### src/rtl/uart_defines.svh
// Offsets, field positions, reset values and timing counts of one serial port.
// Assumes word-aligned register indices on a 32-bit APB bus.
`ifndef UART_DEFINES_SVH
`define UART_DEFINES_SVH
// ****************************************
// Register indices (byte address = 4 x index)
// ****************************************
`define IDX_DATA     4'h0
`define IDX_IER      4'h1
`define IDX_QCTL     4'h2
`define IDX_LCR      4'h3
`define IDX_MCR      4'h4
`define IDX_LSR      4'h5
`define IDX_MSR      4'h6
`define IDX_SPR      4'h7
`define IDX_EVT      4'h8
`define IDX_EVT_MASK 4'h9
// ****************************************
// Field positions
// ****************************************
`define QC_ENABLE    0
`define QC_FLUSH_RX  1
`define QC_FLUSH_TX  2
`define LCR_DLE      7
`define LCR_BREAK    6
`define LCR_STOP2    2
`define MCR_DTR      0
`define MCR_RTS      1
`define MCR_IRDA     2
`define MCR_LOOP     4
`define MCR_RTSCTS   5
`define MCR_DTRDSR   7
`define IER_RX_RDY   0
`define IER_TX_RDY   1
`define IER_RX_STAT  2
`define IER_MODEM    3
`define IER_SLEEP    4
// ****************************************
// Reset values and timing
// ****************************************
`define IER_RST      8'h0C
`define LCR_RST      8'h00
`define MCR_RST      8'h00
`define DIV_RST      16'h0001
`define DEEP_DEPTH   16
`define TICKS_BIT    4'hF
`define TICKS_HALF   4'h7
`define IRDA_PULSE   4'h3
`endif

### src/rtl/uart_pkg.sv
// Types shared by the serial port design.
// Assumes the defines header supplies all numeric constants.
package uart_pkg;
  typedef logic [7:0] byte_t;
  typedef enum logic [3:0] {
    S_IDLE  = 4'b0001,
    S_START = 4'b0010,
    S_DATA  = 4'b0100,
    S_STOP  = 4'b1000
  } line_state_e;
endpackage

### src/rtl/baud_tick.sv
// Oversampling enable generator: one pulse every divisor pclk cycles.
// Assumes pclk is the single master clock; divisor zero stops the ticks.
`timescale 1ns/1ns
module baud_tick #(
  parameter int W = 16
) (
  // Clock and reset
  input  wire logic         pclk,
  input  wire logic         presetn,
  // Control
  input  wire logic         en,
  input  wire logic [W-1:0] divisor,
  // Enable out
  output logic              tick
);
  logic [W-1:0] cnt_q;

  always_ff @(posedge pclk or negedge presetn) begin
    if (!presetn) begin
      cnt_q <= '0;
      tick  <= 1'b0;
    end else if (!en || divisor == '0) begin
      cnt_q <= '0;
      tick  <= 1'b0;
    end else if (cnt_q >= divisor - 1'b1) begin
      cnt_q <= '0;
      tick  <= 1'b1;
    end else begin
      cnt_q <= cnt_q + 1'b1;
      tick  <= 1'b0;
    end
  end
endmodule

### src/rtl/byte_queue.sv
// Byte queue of DEPTH entries, limited to one entry while deep is low.
// Assumes push and pop are single-cycle handshakes on pclk.
`timescale 1ns/1ns
module byte_queue
  import uart_pkg::*;
#(
  parameter int DEPTH = 16
) (
  // Clock and reset
  input  wire logic                       pclk,
  input  wire logic                       presetn,
  // Mode
  input  wire logic                       deep,
  input  wire logic                       flush,
  // Fill side
  input  wire logic                       push_valid,
  input  wire byte_t                      push_data,
  output logic                            push_ready,
  // Drain side
  output logic                            pop_valid,
  input  wire logic                       pop_ready,
  output byte_t                           pop_data,
  output logic [$clog2(DEPTH+1)-1:0]      count
);
  localparam int PW = $clog2(DEPTH);
  localparam int CW = $clog2(DEPTH+1);

  function automatic logic [PW-1:0] next_ptr(input logic [PW-1:0] p);
    next_ptr = (p == PW'(DEPTH-1)) ? '0 : p + 1'b1;
  endfunction

  byte_t           mem_q [DEPTH];
  logic [PW-1:0]   wr_q;
  logic [PW-1:0]   rd_q;
  logic [CW-1:0]   cnt_q;
  logic            do_push;
  logic            do_pop;

  // Byte mode caps the queue at one so the holding register behaves classic
  assign push_ready = cnt_q < (deep ? CW'(DEPTH) : CW'(1));
  assign pop_valid  = cnt_q != '0;
  assign do_push    = push_valid & push_ready & ~flush;
  assign do_pop     = pop_ready & pop_valid & ~flush;
  assign pop_data   = mem_q[rd_q];
  assign count      = cnt_q;

  always_ff @(posedge pclk or negedge presetn) begin
    if (!presetn) begin
      wr_q  <= '0;
      rd_q  <= '0;
      cnt_q <= '0;
    end else if (flush) begin
      wr_q  <= '0;
      rd_q  <= '0;
      cnt_q <= '0;
    end else begin
      if (do_push) begin
        wr_q <= next_ptr(wr_q);
      end
      if (do_pop) begin
        rd_q <= next_ptr(rd_q);
      end
      cnt_q <= cnt_q + CW'(do_push) - CW'(do_pop);
    end
  end

  // Storage has no reset; contents are undefined until written
  always_ff @(posedge pclk) begin
    if (do_push) begin
      mem_q[wr_q] <= push_data;
    end
  end
endmodule

### src/rtl/uart_port.sv
// One serial port: APB register file, byte/deep queues, line engines.
// Assumes a zero-wait APB master on pclk and synchronous line inputs.
`timescale 1ns/1ns
`include "uart_defines.svh"

// Behaviour
// - Reset clears queue enable; byte mode
// - Queue enable gives sixteen-deep queues, else one
// - Deep mode adds hardware flow control, IrDA
// - Ten registers decoded via four-bit offset
// - Divisor access bit maps offsets 0/1 divisor
// - Offset 0 writes append, reads pop queue
// - Write to full transmit queue is dropped
// - Line status shows queue empty and full
// - Offsets 0 and 2 split read/write meaning
// - All baud ticks from one master clock
// - Every port instance behaves identically
// - Mode switch empties the receive queue
// - Byte mode uses receive trigger of one
module uart_port
  import uart_pkg::*;
#(
  parameter int DEPTH = `DEEP_DEPTH
) (
  // Clock and reset
  input  wire logic        pclk,
  input  wire logic        presetn,
  // APB slave
  input  wire logic [5:0]  paddr,
  input  wire logic        psel,
  input  wire logic        penable,
  input  wire logic        pwrite,
  input  wire logic [31:0] pwdata,
  output logic [31:0]      prdata,
  output logic             pready,
  output logic             pslverr,
  // Serial line
  output logic             txd,
  input  wire logic        rxd,
  output logic             rts_n,
  input  wire logic        cts_n,
  output logic             dtr_n,
  input  wire logic        dsr_n,
  input  wire logic        dcd_n,
  input  wire logic        ri_n,
  // Interrupt
  output logic             irq
);
  localparam int CW = $clog2(DEPTH+1);

  function automatic logic [CW-1:0] trig_level(input logic deep, input logic [1:0] sel);
    if (!deep) begin
      trig_level = CW'(1);
    end else begin
      case (sel)
        2'b00:   trig_level = CW'(1);
        2'b01:   trig_level = CW'(4);
        2'b10:   trig_level = CW'(8);
        default: trig_level = CW'(14);
      endcase
    end
  endfunction

  // ****************************************
  // Bus decode
  // ****************************************
  logic [3:0]  idx;
  logic        mapped;
  logic        setup;
  logic        acc;
  logic        wr;
  logic        rd;
  logic        divisor_access_bit;
  assign idx    = paddr[5:2];
  assign mapped = (idx <= `IDX_EVT_MASK) && (paddr[1:0] == 2'b00);
  assign setup  = psel & ~penable;
  assign acc    = psel & penable;
  assign wr     = acc & pwrite & mapped;
  assign rd     = acc & ~pwrite & mapped;
  assign pready  = 1'b1;
  assign pslverr = acc & ~mapped;

  byte_t       ier_q, lcr_q, mcr_q, spr_q, dll_q, dlm_q;
  logic [3:0]  evt_q, evt_mask_q, evt_set, cap_evt_q;
  logic        qen_q;
  logic [1:0]  trig_sel_q;
  logic        mode_chg, flush_rx, flush_tx;
  logic        tx_push, tx_full, tx_valid, tx_pop;
  logic        rx_push, rx_ready, rx_valid, rx_pop;
  byte_t       tx_head, rx_head, rx_byte;
  logic [CW-1:0] tx_cnt, rx_cnt;
  logic        pop_ok_q, lsr_overrun_q, lsr_frame_q;
  logic [3:0]  msr_prev_q, msr_delta_q, cap_delta_q;
  logic [1:0]  cap_lsr_q;
  byte_t       lsr_v, msr_v, isr_v;
  logic [31:0] rd_mux;
  logic        tick, rts_ok_q, flow_ok;
  line_state_e tx_st_q, rx_st_q;
  byte_t       tx_sh_q, rx_sh_q;
  logic [2:0]  tx_bit_q, rx_bit_q;
  logic [3:0]  tx_cnt_q, rx_tk_q, ir_q;
  logic        tx_raw, tx_line, rx_line;
  logic [2:0]  last_bit;
  logic        tx_full_n;

  assign divisor_access_bit = lcr_q[`LCR_DLE];

  // ****************************************
  // Configuration registers
  // ****************************************
  always_ff @(posedge pclk or negedge presetn) begin
    if (!presetn) begin
      ier_q      <= `IER_RST;
      lcr_q      <= `LCR_RST;
      mcr_q      <= `MCR_RST;
      spr_q      <= '0;
      {dlm_q, dll_q} <= `DIV_RST;
      evt_mask_q <= '0;
    end else if (wr) begin
      case (idx)
        `IDX_DATA:     if (divisor_access_bit) dll_q <= pwdata[7:0];
        `IDX_IER:      if (divisor_access_bit) dlm_q <= pwdata[7:0];
                       else ier_q <= {3'b000, pwdata[4:0]};
        `IDX_LCR:      lcr_q <= pwdata[7:0];
        `IDX_MCR:      mcr_q <= pwdata[7:0];
        `IDX_SPR:      spr_q <= pwdata[7:0];
        `IDX_EVT_MASK: evt_mask_q <= pwdata[3:0];
        default: ;
      endcase
    end
  end

  // ****************************************
  // Queue control (write-only at offset 2)
  // ****************************************
  assign mode_chg = wr && idx == `IDX_QCTL && pwdata[`QC_ENABLE] != qen_q;
  assign flush_rx = mode_chg |
                    (wr && idx == `IDX_QCTL && pwdata[`QC_FLUSH_RX] && qen_q);
  assign flush_tx = wr && idx == `IDX_QCTL && pwdata[`QC_FLUSH_TX] && qen_q;

  always_ff @(posedge pclk or negedge presetn) begin
    if (!presetn) begin
      qen_q      <= 1'b0;
      trig_sel_q <= 2'b00;
    end else if (wr && idx == `IDX_QCTL) begin
      qen_q      <= pwdata[`QC_ENABLE];
      trig_sel_q <= pwdata[7:6];
    end
  end

  // ****************************************
  // Queues
  // ****************************************
  assign tx_push = wr && idx == `IDX_DATA && !divisor_access_bit;
  assign rx_pop  = rd && idx == `IDX_DATA && !divisor_access_bit && pop_ok_q;

  // Full queue refuses the push, so the written byte is simply lost
  byte_queue #(.DEPTH(DEPTH)) u_txq (
    .pclk       (pclk),
    .presetn    (presetn),
    .deep       (qen_q),
    .flush      (flush_tx),
    .push_valid (tx_push),
    .push_data  (pwdata[7:0]),
    .push_ready (tx_full_n),
    .pop_valid  (tx_valid),
    .pop_ready  (tx_pop),
    .pop_data   (tx_head),
    .count      (tx_cnt)
  );
  assign tx_full = ~tx_full_n;

  byte_queue #(.DEPTH(DEPTH)) u_rxq (
    .pclk       (pclk),
    .presetn    (presetn),
    .deep       (qen_q),
    .flush      (flush_rx),
    .push_valid (rx_push),
    .push_data  (rx_byte),
    .push_ready (rx_ready),
    .pop_valid  (rx_valid),
    .pop_ready  (rx_pop),
    .pop_data   (rx_head),
    .count      (rx_cnt)
  );

  // ****************************************
  // Status views
  // ****************************************
  assign lsr_v = {tx_full, ~tx_valid & tx_st_q == S_IDLE, ~tx_valid,
                  ~rx_ready, lsr_frame_q, 1'b0, lsr_overrun_q, rx_valid};
  assign msr_v = {~dcd_n, ~ri_n, ~dsr_n, ~cts_n, msr_delta_q};

  always_comb begin
    isr_v = {{2{qen_q}}, 6'b000001};
    if (ier_q[`IER_RX_STAT] && (lsr_overrun_q || lsr_frame_q)) begin
      isr_v[5:0] = 6'b000110;
    end else if (ier_q[`IER_RX_RDY] && rx_cnt >= trig_level(qen_q, trig_sel_q)) begin
      isr_v[5:0] = 6'b000100;
    end else if (ier_q[`IER_TX_RDY] && !tx_valid) begin
      isr_v[5:0] = 6'b000010;
    end else if (ier_q[`IER_MODEM] && |msr_delta_q) begin
      isr_v[5:0] = 6'b000000;
    end
  end

  always_comb begin
    rd_mux = '0;
    case (idx)
      `IDX_DATA:     rd_mux[7:0] = divisor_access_bit ? dll_q : rx_head;
      `IDX_IER:      rd_mux[7:0] = divisor_access_bit ? dlm_q : ier_q;
      `IDX_QCTL:     rd_mux[7:0] = isr_v;
      `IDX_LCR:      rd_mux[7:0] = lcr_q;
      `IDX_MCR:      rd_mux[7:0] = mcr_q;
      `IDX_LSR:      rd_mux[7:0] = lsr_v;
      `IDX_MSR:      rd_mux[7:0] = msr_v;
      `IDX_SPR:      rd_mux[7:0] = spr_q;
      `IDX_EVT:      rd_mux[3:0] = evt_q;
      `IDX_EVT_MASK: rd_mux[3:0] = evt_mask_q;
      default: ;
    endcase
  end

  // Read data is frozen in the setup cycle; side effects act on that snapshot
  always_ff @(posedge pclk or negedge presetn) begin
    if (!presetn) begin
      prdata      <= '0;
      pop_ok_q    <= 1'b0;
      cap_evt_q   <= '0;
      cap_delta_q <= '0;
      cap_lsr_q   <= '0;
    end else if (setup && !pwrite) begin
      prdata      <= rd_mux;
      pop_ok_q    <= rx_valid;
      cap_evt_q   <= evt_q;
      cap_delta_q <= msr_delta_q;
      cap_lsr_q   <= {lsr_frame_q, lsr_overrun_q};
    end
  end

  // ****************************************
  // Sticky flags; a set in the clearing cycle wins
  // ****************************************
  assign evt_set = {mode_chg, rd && idx == `IDX_DATA && !divisor_access_bit && !pop_ok_q,
                    rx_push & ~rx_ready, tx_push & tx_full};

  always_ff @(posedge pclk or negedge presetn) begin
    if (!presetn) begin
      evt_q <= '0;
    end else begin
      evt_q <= (evt_q & ~((rd && idx == `IDX_EVT) ? cap_evt_q : 4'h0)) | evt_set;
    end
  end

  assign irq = |(evt_q & evt_mask_q);

  always_ff @(posedge pclk or negedge presetn) begin
    if (!presetn) begin
      lsr_overrun_q <= 1'b0;
      lsr_frame_q   <= 1'b0;
    end else begin
      lsr_overrun_q <= (lsr_overrun_q & ~(rd && idx == `IDX_LSR && cap_lsr_q[0]))
                       | (rx_push & ~rx_ready);
      lsr_frame_q   <= (lsr_frame_q & ~(rd && idx == `IDX_LSR && cap_lsr_q[1]))
                       | (rx_push & ~rx_line);
    end
  end

  always_ff @(posedge pclk or negedge presetn) begin
    if (!presetn) begin
      msr_prev_q  <= '0;
      msr_delta_q <= '0;
    end else begin
      msr_prev_q  <= msr_v[7:4];
      msr_delta_q <= (msr_delta_q & ~((rd && idx == `IDX_MSR) ? cap_delta_q : 4'h0))
                     | {msr_prev_q[3] ^ msr_v[7], msr_prev_q[2] & ~msr_v[6],
                        msr_prev_q[1] ^ msr_v[5], msr_prev_q[0] ^ msr_v[4]};
    end
  end

  // ****************************************
  // Baud ticks and flow control
  // ****************************************
  baud_tick #(.W(16)) u_baud (
    .pclk    (pclk),
    .presetn (presetn),
    .en      (~ier_q[`IER_SLEEP]),
    .divisor ({dlm_q, dll_q}),
    .tick    (tick)
  );

  // Hysteresis: stop the peer at the trigger, release only once drained
  always_ff @(posedge pclk or negedge presetn) begin
    if (!presetn) begin
      rts_ok_q <= 1'b1;
    end else if (rx_cnt >= trig_level(qen_q, trig_sel_q)) begin
      rts_ok_q <= 1'b0;
    end else if (rx_cnt == '0) begin
      rts_ok_q <= 1'b1;
    end
  end

  assign rts_n   = ~(mcr_q[`MCR_RTS] & (~(qen_q & mcr_q[`MCR_RTSCTS]) | rts_ok_q));
  assign dtr_n   = ~(mcr_q[`MCR_DTR] & (~(qen_q & mcr_q[`MCR_DTRDSR]) | rts_ok_q));
  assign flow_ok = (~(qen_q & mcr_q[`MCR_RTSCTS]) | ~cts_n) &
                   (~(qen_q & mcr_q[`MCR_DTRDSR]) | ~dsr_n);

  // ****************************************
  // Transmit engine
  // ****************************************
  assign last_bit = 3'd4 + {1'b0, lcr_q[1:0]};
  assign tx_pop   = tx_st_q == S_IDLE && tx_valid && flow_ok;

  always_ff @(posedge pclk or negedge presetn) begin
    if (!presetn) begin
      tx_st_q  <= S_IDLE;
      tx_sh_q  <= '0;
      tx_bit_q <= '0;
      tx_cnt_q <= '0;
    end else if (tx_pop) begin
      tx_st_q  <= S_START;
      tx_sh_q  <= tx_head;
      tx_cnt_q <= '0;
    end else if (tick && tx_st_q != S_IDLE) begin
      tx_cnt_q <= tx_cnt_q + 1'b1;
      if (tx_cnt_q == `TICKS_BIT) begin
        case (tx_st_q)
          S_START: begin
            tx_st_q  <= S_DATA;
            tx_bit_q <= '0;
          end
          S_DATA: begin
            tx_sh_q  <= tx_sh_q >> 1;
            tx_bit_q <= tx_bit_q + 1'b1;
            if (tx_bit_q == last_bit) begin
              tx_st_q  <= S_STOP;
              tx_bit_q <= '0;
            end
          end
          S_STOP: begin
            tx_bit_q <= tx_bit_q + 1'b1;
            if (tx_bit_q[0] == lcr_q[`LCR_STOP2]) begin
              tx_st_q <= S_IDLE;
            end
          end
          default: tx_st_q <= S_IDLE;
        endcase
      end
    end
  end

  assign tx_raw  = (tx_st_q == S_START) ? 1'b0 :
                   (tx_st_q == S_DATA)  ? tx_sh_q[0] : 1'b1;
  // IrDA sends a short high pulse for each zero bit and idles low
  assign tx_line = (qen_q & mcr_q[`MCR_IRDA]) ?
                   (~tx_raw & (tx_cnt_q < `IRDA_PULSE)) : tx_raw;
  assign txd     = mcr_q[`MCR_LOOP] ? 1'b1 : (tx_line & ~lcr_q[`LCR_BREAK]);

  // ****************************************
  // Receive engine
  // ****************************************
  always_ff @(posedge pclk or negedge presetn) begin
    if (!presetn) begin
      ir_q <= '0;
    end else if (rxd) begin
      ir_q <= `TICKS_BIT;
    end else if (tick && ir_q != '0) begin
      ir_q <= ir_q - 1'b1;
    end
  end

  assign rx_line = mcr_q[`MCR_LOOP] ? tx_raw :
                   (qen_q & mcr_q[`MCR_IRDA]) ? (ir_q == '0) : rxd;
  assign rx_push = tick && rx_st_q == S_STOP && rx_tk_q == `TICKS_BIT;
  assign rx_byte = rx_sh_q >> (2'd3 - lcr_q[1:0]);

  always_ff @(posedge pclk or negedge presetn) begin
    if (!presetn) begin
      rx_st_q  <= S_IDLE;
      rx_sh_q  <= '0;
      rx_bit_q <= '0;
      rx_tk_q  <= '0;
    end else if (tick) begin
      rx_tk_q <= rx_tk_q + 1'b1;
      case (rx_st_q)
        S_IDLE: begin
          rx_tk_q <= '0;
          if (!rx_line) begin
            rx_st_q <= S_START;
          end
        end
        S_START: if (rx_tk_q == `TICKS_HALF) begin
          rx_st_q  <= rx_line ? S_IDLE : S_DATA;
          rx_tk_q  <= '0;
          rx_bit_q <= '0;
        end
        S_DATA: if (rx_tk_q == `TICKS_BIT) begin
          rx_sh_q  <= {rx_line, rx_sh_q[7:1]};
          rx_bit_q <= rx_bit_q + 1'b1;
          if (rx_bit_q == last_bit) begin
            rx_st_q <= S_STOP;
          end
        end
        S_STOP: if (rx_tk_q == `TICKS_BIT) begin
          rx_st_q <= S_IDLE;
        end
        default: rx_st_q <= S_IDLE;
      endcase
    end
  end
endmodule

### config.mk
export PLATFORM = sky130hd
export DESIGN_NAME = uart_port
export DESIGN_NICKNAME = d
export VERILOG_FILES = /design/src/rtl/uart_pkg.sv /design/src/rtl/baud_tick.sv /design/src/rtl/byte_queue.sv /design/src/rtl/uart_port.sv
export VERILOG_INCLUDE_DIRS = /design/src /design/src/rtl
export SDC_FILE = /design/constraint.sdc
export NUM_CORES = 1
export LEC_CHECK = 0
export ABC_AREA = 1
export BUFFER_PORTS_ARGS = -buffer_cell sky130_fd_sc_hd__buf_4
export CAP_MARGIN = 25
export CORE_ASPECT_RATIO = 0.9
export CORE_UTILIZATION = 36
export DETAILED_ROUTE_END_ITERATION = 8
export SYNTH_ARGS = -nofsm -noshare
export SYNTH_HDL_FRONTEND = slang
export SYNTH_SLANG_ARGS = --single-unit
export TNS_END_PERCENT = 5
### constraint.sdc
create_clock -name pclk -period 7.4 [get_ports pclk]
set_input_delay 0.74 -clock pclk [delete_from_list [all_inputs] [get_ports pclk]]
set_output_delay 0.74 -clock pclk [all_outputs]
set_load 0.02 [all_outputs]
# After elaboration in Yosys (flattened, before gate mapping)
# Memory sizes are Yosys's and may differ from the RTL's.
# Index checks and enable logic that the tools add are counted.
word_totals:
  register_bits: 171
  latch_bits: 0
  mem_bits_rw: 256
  romBits: 0
  inputBits: 48
  output_inout_bits: 38
  word_cells: 314
  mem_count: 2
mem_list:
  columns: ["memory", "depth", "word_bits", "read_ports", "rd_clocked_by_memory_dff", "write_ports", "line_no", "text"]
  rows:
  - ["u_rxq.mem_q", 16, 8, 1, 0, 1, "byte_queue.sv:32", "byte_t mem_q [DEPTH];"]
  - ["u_txq.mem_q", 16, 8, 1, 0, 1, "byte_queue.sv:32", null]
op_classes:
  n_addsub: 17
  n_mul: 0
  n_div: 0
  magnitude_cmp: 7
  n_eq_ne: 38
  shifts: 1
  mux: 72
  bitwise: 70
  reduce_logical: 70
op_table:
  columns: ["op", "count"]
  rows:
  - ["$mux W4", 30]
  - ["$mux W8", 6]
  - ["$eq A4 B4 Y1 const B", 10]
  - ["$pmux W4 S10", 1]
  - ["$mux W16", 2]
  - ["$pmux W4 S8", 1]
  - ["$and A1 B1 Y1", 30]
  - ["$logic_and A1 B1 Y1", 29]
  - ["$eq A4 B3 Y1 const B", 7]
  - ["$add A4 B1 Y4 const B", 6]
  - ["$pmux W4 S3", 2]
  - ["$not A1 Y1", 23]
  - ["$mux W5", 4]
  - ["$reduce_bool A2 Y1", 10]
  - ["$mux W3", 6]
  - ["$add A16 B1 Y16 const B", 1]
  - ["$eq A4 B2 Y1 const B", 4]
  - ["$ge A16 B16 Y1", 1]
  - ["$logic_not A16 Y1", 1]
  - ["$pmux W4 S4", 1]
  - ["$sub A16 B1 Y16 const B", 1]
  - ["$mux W1", 15]
  - ["$reduce_and A3 Y1", 5]
  - ["$and A4 B4 Y4", 3]
  - ["other kinds (41)", 76]

# Logic depth before layout (Yosys ltp)
# Gate-level depths: netlist of run 1.
depth:
  word_depth: 12
  mapped_depth: 18
  ltp_nobuf: 18

# Cells and area by module
# Synthesis of run 1 repeated with hierarchy kept, for this count alone.
hier_totals:
  hier_cells: 2255
  area_unflattened_um2: 20960.1
modules_own_cells:
  columns: ["mod", "instances", "cells_each", "area_per_inst_um2", "seq_area_each_um2"]
  rows:
  - ["byte_queue", 2, 568, 6221.0, 4169.0]
  - ["uart_port", 1, 894, 6840.3, 3210.6]
  - ["baud_tick", 1, 225, 1677.9, 425.4]

# Worst setup path before layout of run 1
# No wires, ideal clock.
synth_path:
  path_type: "input to register"
  startpoint: "input port paddr[4]"
  endpoint: "register u_txq.cnt_q[4], in the netlist u_txq.count[4]"
  t_arrival_ns: 2.947
  path_slack_ns: 4.334
  cell_stages: 17
  path_buffers: 0
  cell_sequence: "inv_1 nand2_2 nor3_4 nand2_2 nor2_1 nand2_1 inv_2 nor2_2 ha_1 inv_1 ha_1 fa_1 a21oi_1 nor2_1 nor2_1 xor2_1 nor2_1"
synth_between:
  elab_chain_cells: 11
  elab_cells_between_ends: 17
  cone_classes: "2 x add/sub; 1 x order compare; 1 x eq/ne; 1 x mux; 5 x bitwise; 7 x reduce/logical"
synth_rtl:
  columns: ["element", "line_no", "text"]
  rows:
  - ["start, declared", "uart_port.sv:29", "input wire logic [5:0] paddr,"]
  - ["$le A4 B4 Y1 (no source line)", null, null]
  - ["$logic_and A1 B1 Y1", "uart_port.sv:75", "assign mapped = (idx <= `IDX_EVT_MASK) && (paddr[1:0] == 2'b00);"]
  - ["$and A1 B1 Y1", "uart_port.sv:78", "assign wr = acc & pwrite & mapped;"]
  - ["$logic_and A1 B1 Y1 (no source line)", null, null]
  - ["$logic_and A1 B1 Y1 (2 in a row)", "uart_port.sv:139", "assign flush_tx = wr && idx == `IDX_QCTL && pwdata[`QC_FLUSH_TX] && qen_q;"]
  - ["$not A1 Y1", "byte_queue.sv:42, byte_queue.sv:43", null]
  - ["$and A1 B1 Y1", "byte_queue.sv:42", "assign do_push = push_valid & push_ready & ~flush;"]
  - ["$add A5 B1 Y5", "byte_queue.sv:63", "cnt_q <= cnt_q + CW'(do_push) - CW'(do_pop);"]
  - ["$sub A5 B1 Y5", "byte_queue.sv:63", null]
  - ["$mux W5 (*)", "byte_queue.sv:52", "end else if (flush) begin"]
  - ["end signal, assigned", "byte_queue.sv:63", null]
  - ["end, declared", "byte_queue.sv:35", "logic [CW-1:0] cnt_q;"]
# Every way passes the cells marked *; elsewhere a longest branch is shown, timed or not.
# A chain may end at the register's enable or synchronous reset.

# Worst setup path after layout of run 1
layout_path:
  startpoint: "register qen_q"
  endpoint: "register u_rxq.cnt_q[4], in the netlist u_rxq.count[4]"
layout_between:
  elab_chain_cells: 8
  elab_cells_between_ends: 13
  cone_classes: "2 x add/sub; 1 x order compare; 1 x eq/ne; 2 x mux; 5 x bitwise; 2 x reduce/logical"
layout_rtl:
  columns: ["element", "line_no", "text"]
  rows:
  - ["start, declared", "uart_port.sv:85", "logic qen_q;"]
  - ["start signal, assigned", "uart_port.sv:146", "qen_q <= pwdata[`QC_ENABLE];"]
  - ["parallel branches: the longest is 7 deep, another holds $lt A5 B5 Y1", null, null]
  - ["$mux W5 (*)", "byte_queue.sv:52", null]
  - ["end signal, assigned", "byte_queue.sv:63", null]
  - ["end, declared", "byte_queue.sv:35", null]
# Every way passes the cells marked *.

==> flow_metrics.env, run 1 <==
export IMPL_outcome="completed"
export IMPL_via_per_inst=5.03
export IMPL_final_nets=2281
export IMPL_clockBufferDepth=3
export IMPL_skew_ps=59.9
export IMPL_async_flop_share=0.400
export IMPL_start_util=0.365
export IMPL_synth_cell_types=51
export IMPL_yosysSeqAreaShare=0.590
export IMPL_worst_pin_slew_ps=909
export IMPL_cp_start_kind="flip-flop"
export IMPL_setup_ws_ps=3770
export IMPL_finalWeightedCongestion=0.899
export IMPL_vdd_ir_drop_max_v=0.000164
export IMPL_yosys_most_used_dff="edfxtp_1"
export IMPL_r2r_start="qen_q"
export IMPL_grt_max_degree=86
export IMPL_hp_class="in2async"
export IMPL_grt_setup_unrepaired="no"
export IMPL_final_instance_count_excl_fill=2969
export IMPL_startpoint="qen_q"
export IMPL_tritoncts="yes"
export IMPL_clock_sinks=427
export IMPL_ant_nets=0
export IMPL_p_leak_nw=9.53
export IMPL_slew_viol_final=0
export IMPL_final_hold_violation_count=0
export IMPL_ioPinCount=86
export IMPL_power_density_nw_per_um2=238
export IMPL_area_growth_pct=12.4
export IMPL_die_area_um2=57400
export IMPL_root_buffer="clkbuf_16"
export IMPL_drc=0
export IMPL_wire_per_inst_um=17.1
export IMPL_crit_required_ps=7940
export IMPL_synthMostInstantiatedCell="nand2_1"
export IMPL_dieHeight_um=227
export IMPL_crit_fanout=12
export IMPL_critPathKind="reg2reg"
export IMPL_drtIter0Drc=1026
export IMPL_finalCritPeriodShare=0.491
export IMPL_clk_pin_slew_ps=60
export IMPL_syn_avg_cell_area_um2=9.49
export IMPL_yosys_warnings=0
export IMPL_cts_htree_levels=2
export IMPL_post_place_ws_ps=3510
export IMPL_grt_pass1_wl_um=80400
export IMPL_max_cap_violations=0
export IMPL_post_cts_buffers=0
export IMPL_hold_buffers=0
export IMPL_drive_gt1_frac=0.0818
export IMPL_timing_fmax_mhz=275
export IMPL_setup_viol=0
export IMPL_synth_commonest_cells="nand2_1, edfxtp_1, nor2_1"
export IMPL_vias=14900
export IMPL_row_count=82
export IMPL_syn_inst=2140
export IMPL_setup_worst_path_end_class="flip-flop"
export IMPL_drt_pass1_iter_count=5
export IMPL_dp_hpwl_um=34400
export IMPL_arrival_ps=4180
export IMPL_grt_pass1_vias=14300
export IMPL_finalPower_mw=5.43
export IMPL_port_buffers=36
export IMPL_ys_top_cells_by_area="edfxtp_1, dfrtp_1, nand2_1"
export IMPL_post_place_cells=2882
export IMPL_final_setup_tns_ps=0
export IMPL_fin_crit_ps=3630
export IMPL_slowest_delay_ps=600
export IMPL_fp_coreArea_um2=55700
export IMPL_die_w_um=252
export IMPL_synth_top_area_frac=0.379
export IMPL_yosysTopAreaCell="edfxtp_1"
export IMPL_utilization=0.410
export IMPL_wl_um=50800
export IMPL_crit_path_cell_trace="inv_1, ha_1, a21oi_1, o21ai_0, a31oi_1, nand2_2, nor2_8, ha_1, inv_1, fa_1, o21ai_0, a21oi_1, xor2_1, nor2_1"
export IMPL_antenna_found_initial=0
export IMPL_clock_latency_ps=610
export IMPL_syn_area_um2=20300
export IMPL_cts_resized=0
export IMPL_slew_headroom=0.392
export IMPL_cts_buffers=45
export IMPL_ys_ff_latch=427
export IMPL_grt_overflow=0
export IMPL_synth_edf_count=256
export IMPL_gr_usage_all_layers=0.180
export IMPL_cpMaxStageDelayCell="dfrtp_1"
-- layout make-up --
cell class | instances | area [µm²]
sequential | 427 | 12000
tap | 756 | 946
fill | 5409 | 32900
inverter | 172 | 648
timing repair buffer | 57 | 479
multi-input combinational | 1472 | 7300
clock inverter | 26 | 288
clock buffer | 58 | 1190
antenna | 1 | 2.50
-- layer usage --
layer,part of all wire,global-route usage
met2,0.46,0.287
met5,0,0
met3,0.056,0.0277
met1,0.47,0.258
met4,0.016,0.0411
-- through the flow --
stage / hold slack, ps / area, µm²
floorplan: 436 / 20400
global placement: 446 / 21300
detailed placement: 459 / 21300
CTS: 221 / 22800
global route: 265 / 22800
finish: 204 / 22800
-- worst paths after layout --
| check | endpoint | slack, ps | cells past startpoint |
|---|---|---|---|
| max | u_rxq.count[4] | 3770 | 14 |
| min in group pclk | msr_prev_q[2] | 330 | 2 |
| min reg2reg | evt_q[2] | 460 | 1 |
| max in group asynchronous | rx_sh_q[1] | 5450 | 3 |
| min | u_baud.cnt_q[0] | 200 | 1 |
| max reg2reg | u_rxq.count[4] | 3770 | 14 |
-- registers in the layout, indices dropped and copies added, names as in the netlist, 8 cells and up --
signal        count
lcr_q             8
mcr_q             8
u_txq.mem_q     128
rx_sh_q           8
tx_sh_q           8
spr_q             8
dll_q             8
prdata            8
u_rxq.mem_q     128
dlm_q             8
u_baud.cnt_q     16
-- worst max-delay path: cells and delay by family, from the launching register on --
family | cells | cell delay [ps]
adders and majority gates | 3 | 990
AOI/OAI and AO/OA | 5 | 910
DFF | 1 | 600
and+or+nand+nor | 3 | 570
buffers and inverters | 2 | 340
xor gates and xnor gates | 1 | 150
-- logic make-up (layout without fill, tap and decap cells) --
family,after synthesis,count (layout),share of synthesized area
buffers and inverters,264,313,0.0558
muxes,3,3,0.00148
other,2,26,0.000370
AOI/OAI and AO/OA,300,300,0.0807
and+or+nand+nor,1055,1055,0.222
adders and majority gates,58,58,0.0365
DFF,427,427,0.590
xor gates and xnor gates,31,31,0.0134
-- layout by cell type, fill, tap and decap left out, types with 6 or more instances in the layout --
cell and count:
edfxtp_1 256, dfrtp_1 163, clkinv_2 6, clkbuf_16 45, clkinv_1 16, xnor2_1 9, o211ai_1 9, nand2_2 10
nand2_1 540, ha_1 56, inv_1 156, nand3_1 200, conb_1 25, nand3b_1 6, nand2_4 6, nor2_2 7
xor2_1 22, o21ai_0 183, nand4_1 17, o21ai_1 9, o22ai_1 12, nor3_1 13, buf_4 52, nor2_1 238
a21oi_1 59, clkbuf_1 11, inv_2 10, o221ai_1 12, dfstp_2 6
-- where the power goes --
group          internal (mW)  switching, mW
combinational          0.176          0.337
sequential              2.59         0.0534
clock                   1.30          0.977
total                   4.06           1.37
No activity file was read; power rests on OpenSTA's default activity.
==> run 2: changes to the inputs <==
- clock period: 7.4 -> 3.3 ns (I/O delays scaled with it)
==> run 2 against run 1 <==
Against the previous run:
- total power increased by 130%
- cell area increased by 2.1%
- first-iteration DRC count increased by 37%
- worst hold slack got worse by 76 ps
- via count increased by 1.2%
- combinational power increased by 140%
- critical path depth increased by 2
- non-clock buffer count increased by 45
- clock power increased by 140%
- largest cell class unchanged
- largest power group unchanged
==> flow_metrics.env, run 2 (same netlist as run 1, synthesis figures left out) <==
export IMPL_outcome="completed"
export IMPL_fp_coreArea_um2=55700
export IMPL_fin_area_um2=23300
export IMPL_ant_nets=0
export IMPL_drt_pass1_iter_count=5
export IMPL_diodes=0
export IMPL_rr_worst_depth=16
export IMPL_hp_start="pwdata[0]"
export IMPL_utilization=0.419
export IMPL_setup_worst_path_end_class="flip-flop"
export IMPL_area_growth_pct=14.8
export IMPL_crit_required_ps=3840
export IMPL_gr_usage_all_layers=0.183
export IMPL_ioPinCount=86
export IMPL_crit_fanout=7
export IMPL_vias=15100
export IMPL_critPathKind="reg2reg"
export IMPL_seq_power_share=0.469
export IMPL_whs_ps=128
export IMPL_grt_pass1_wl_um=81200
export IMPL_cts_resized=0
export IMPL_power_density_nw_per_um2=541
export IMPL_grt_max_degree=68
export IMPL_post_place_cells=2923
export IMPL_final_common_cell="nand2_1"
export IMPL_finalCritPeriodShare=0.895
export IMPL_r2r_start="rx_tk_q[0]"
export IMPL_clockBufferDepth=3
export IMPL_fillers=5370
export IMPL_p_comb_frac=0.096
export IMPL_vdd_ir_drop_max_v=0.000374
export IMPL_drtIter0Drc=1402
export IMPL_slew_viol_final=0
export IMPL_die_area_um2=57400
export IMPL_slew_headroom=0.430
export IMPL_clock_power_share=0.435
export IMPL_p_sw_mw=3.16
export IMPL_drive_gt1_frac=0.104
export IMPL_timing_fmax_mhz=338
export IMPL_grt_pass1_vias=14400
export IMPL_cp_start_kind="flip-flop"
export IMPL_final_cell_mix="nand2_1, edfxtp_1, nor2_1, nand3_1, o21ai_0"
export IMPL_final_nets=2327
export IMPL_wire_per_inst_um=17.2
export IMPL_dp_hpwl_um=35400
export IMPL_cts_htree_levels=2
export IMPL_antenna_found_initial=0
export IMPL_port_buffers=36
export IMPL_internal_power_mw=9.45
export IMPL_skew_ps=54.8
export IMPL_die_w_um=252
export IMPL_post_place_ws_ps=132
export IMPL_post_cts_buffers=0
export IMPL_clock_latency_ps=610
export IMPL_drc=0
export IMPL_clk_pin_slew_ps=70
export IMPL_clock_sinks=427
export IMPL_start_util=0.365
export IMPL_dieHeight_um=227
export IMPL_cts_buffers=46
export IMPL_hp_class="in2reg"
export IMPL_hold_buffers=6
export IMPL_final_setup_tns_ps=0
export IMPL_row_count=82
export IMPL_arrival_ps=3490
export IMPL_via_per_inst=5.01
export IMPL_wl_um=51900
export IMPL_tritoncts="yes"
export IMPL_setup_viol=0
export IMPL_place_area_um2=21600
export IMPL_root_buffer="clkbuf_16"
export IMPL_holdPathStages=1
export IMPL_grt_setup_unrepaired="no"
export IMPL_finalPower_mw=12.6
export IMPL_setup_ws_ps=345
export IMPL_fin_crit_ps=2950
export IMPL_top_regs="u_rxq.mem_q: 128 flops, u_txq.mem_q: 128 flops, u_baud.cnt_q: 16 flops"
export IMPL_startpoint="rx_tk_q[0]"
export IMPL_final_instance_count_excl_fill=3014
export IMPL_grt_overflow=0
export IMPL_final_hold_violation_count=0
export IMPL_worst_pin_slew_ps=855
export IMPL_finalWeightedCongestion=0.927
export IMPL_max_cap_violations=0
export IMPL_p_leak_nw=9.83
export IMPL_swShare=0.251
## run 2: layer usage
| metal | vias up | track usage | routed length [µm] |
|---|---|---|---|
| met5 | - | 0 | 0 |
| met4 | 0 | 0.0551 | 1150 |
| met3 | 75 | 0.0284 | 3150 |
| met2 | 412 | 0.281 | 23000 |
| met1 | 7295 | 0.266 | 24600 |
| li1 | 7318 | - | - |
## run 2: cell type report
cell class | count | area, µm² | share of cell area
Tap cell | 756 | 946 | 0.0406
Sequential cell | 427 | 12000 | 0.513
Multi-Input combinational cell | 1472 | 7300 | 0.313
Timing Repair Buffer | 102 | 822 | 0.0352
Inverter | 172 | 648 | 0.0278
Clock buffer | 63 | 1350 | 0.0578
Clock inverter | 22 | 287 | 0.0123
## run 2: worst paths after layout
path                                      to  slack (ps)
setup / recovery              u_rxq.count[4]         350
hold / removal             u_txq.mem_q[3][0]         130
setup reg to reg              u_rxq.count[4]         350
hold reg to reg                     evt_q[2]         470
max in group asynchronous         rx_sh_q[2]        2090
min in group asynchronous           dll_q[3]         280
## run 2: critical path: stages, from the launching register on
cell and delay, ps:
dfrtp_1 390, ha_1 200, nand2_1 90, nor2_2 150
inv_1 50, nor2_1 130, nand2_1 150, inv_1 140
nand2_2 130, nor2_8 250, ha_1 210, inv_1 60
fa_1 390, o21ai_0 190, a21oi_1 110, xor2_1 150
nor2_1 100
## run 2: power by group through the flow
| stage | clock network [mW] | logic, mW | registers, mW |
|---|---|---|---|
| global placement | 0 | 1.17 | 6.01 |
| finish | 5.49 | 1.21 | 5.91 |
| detailed placement | 0 | 1.20 | 6.02 |
| global route | 5.80 | 1.36 | 5.93 |
| CTS | 5.61 | 1.22 | 5.91 |
| floorplan | 0 | 0.797 | 6.00 |
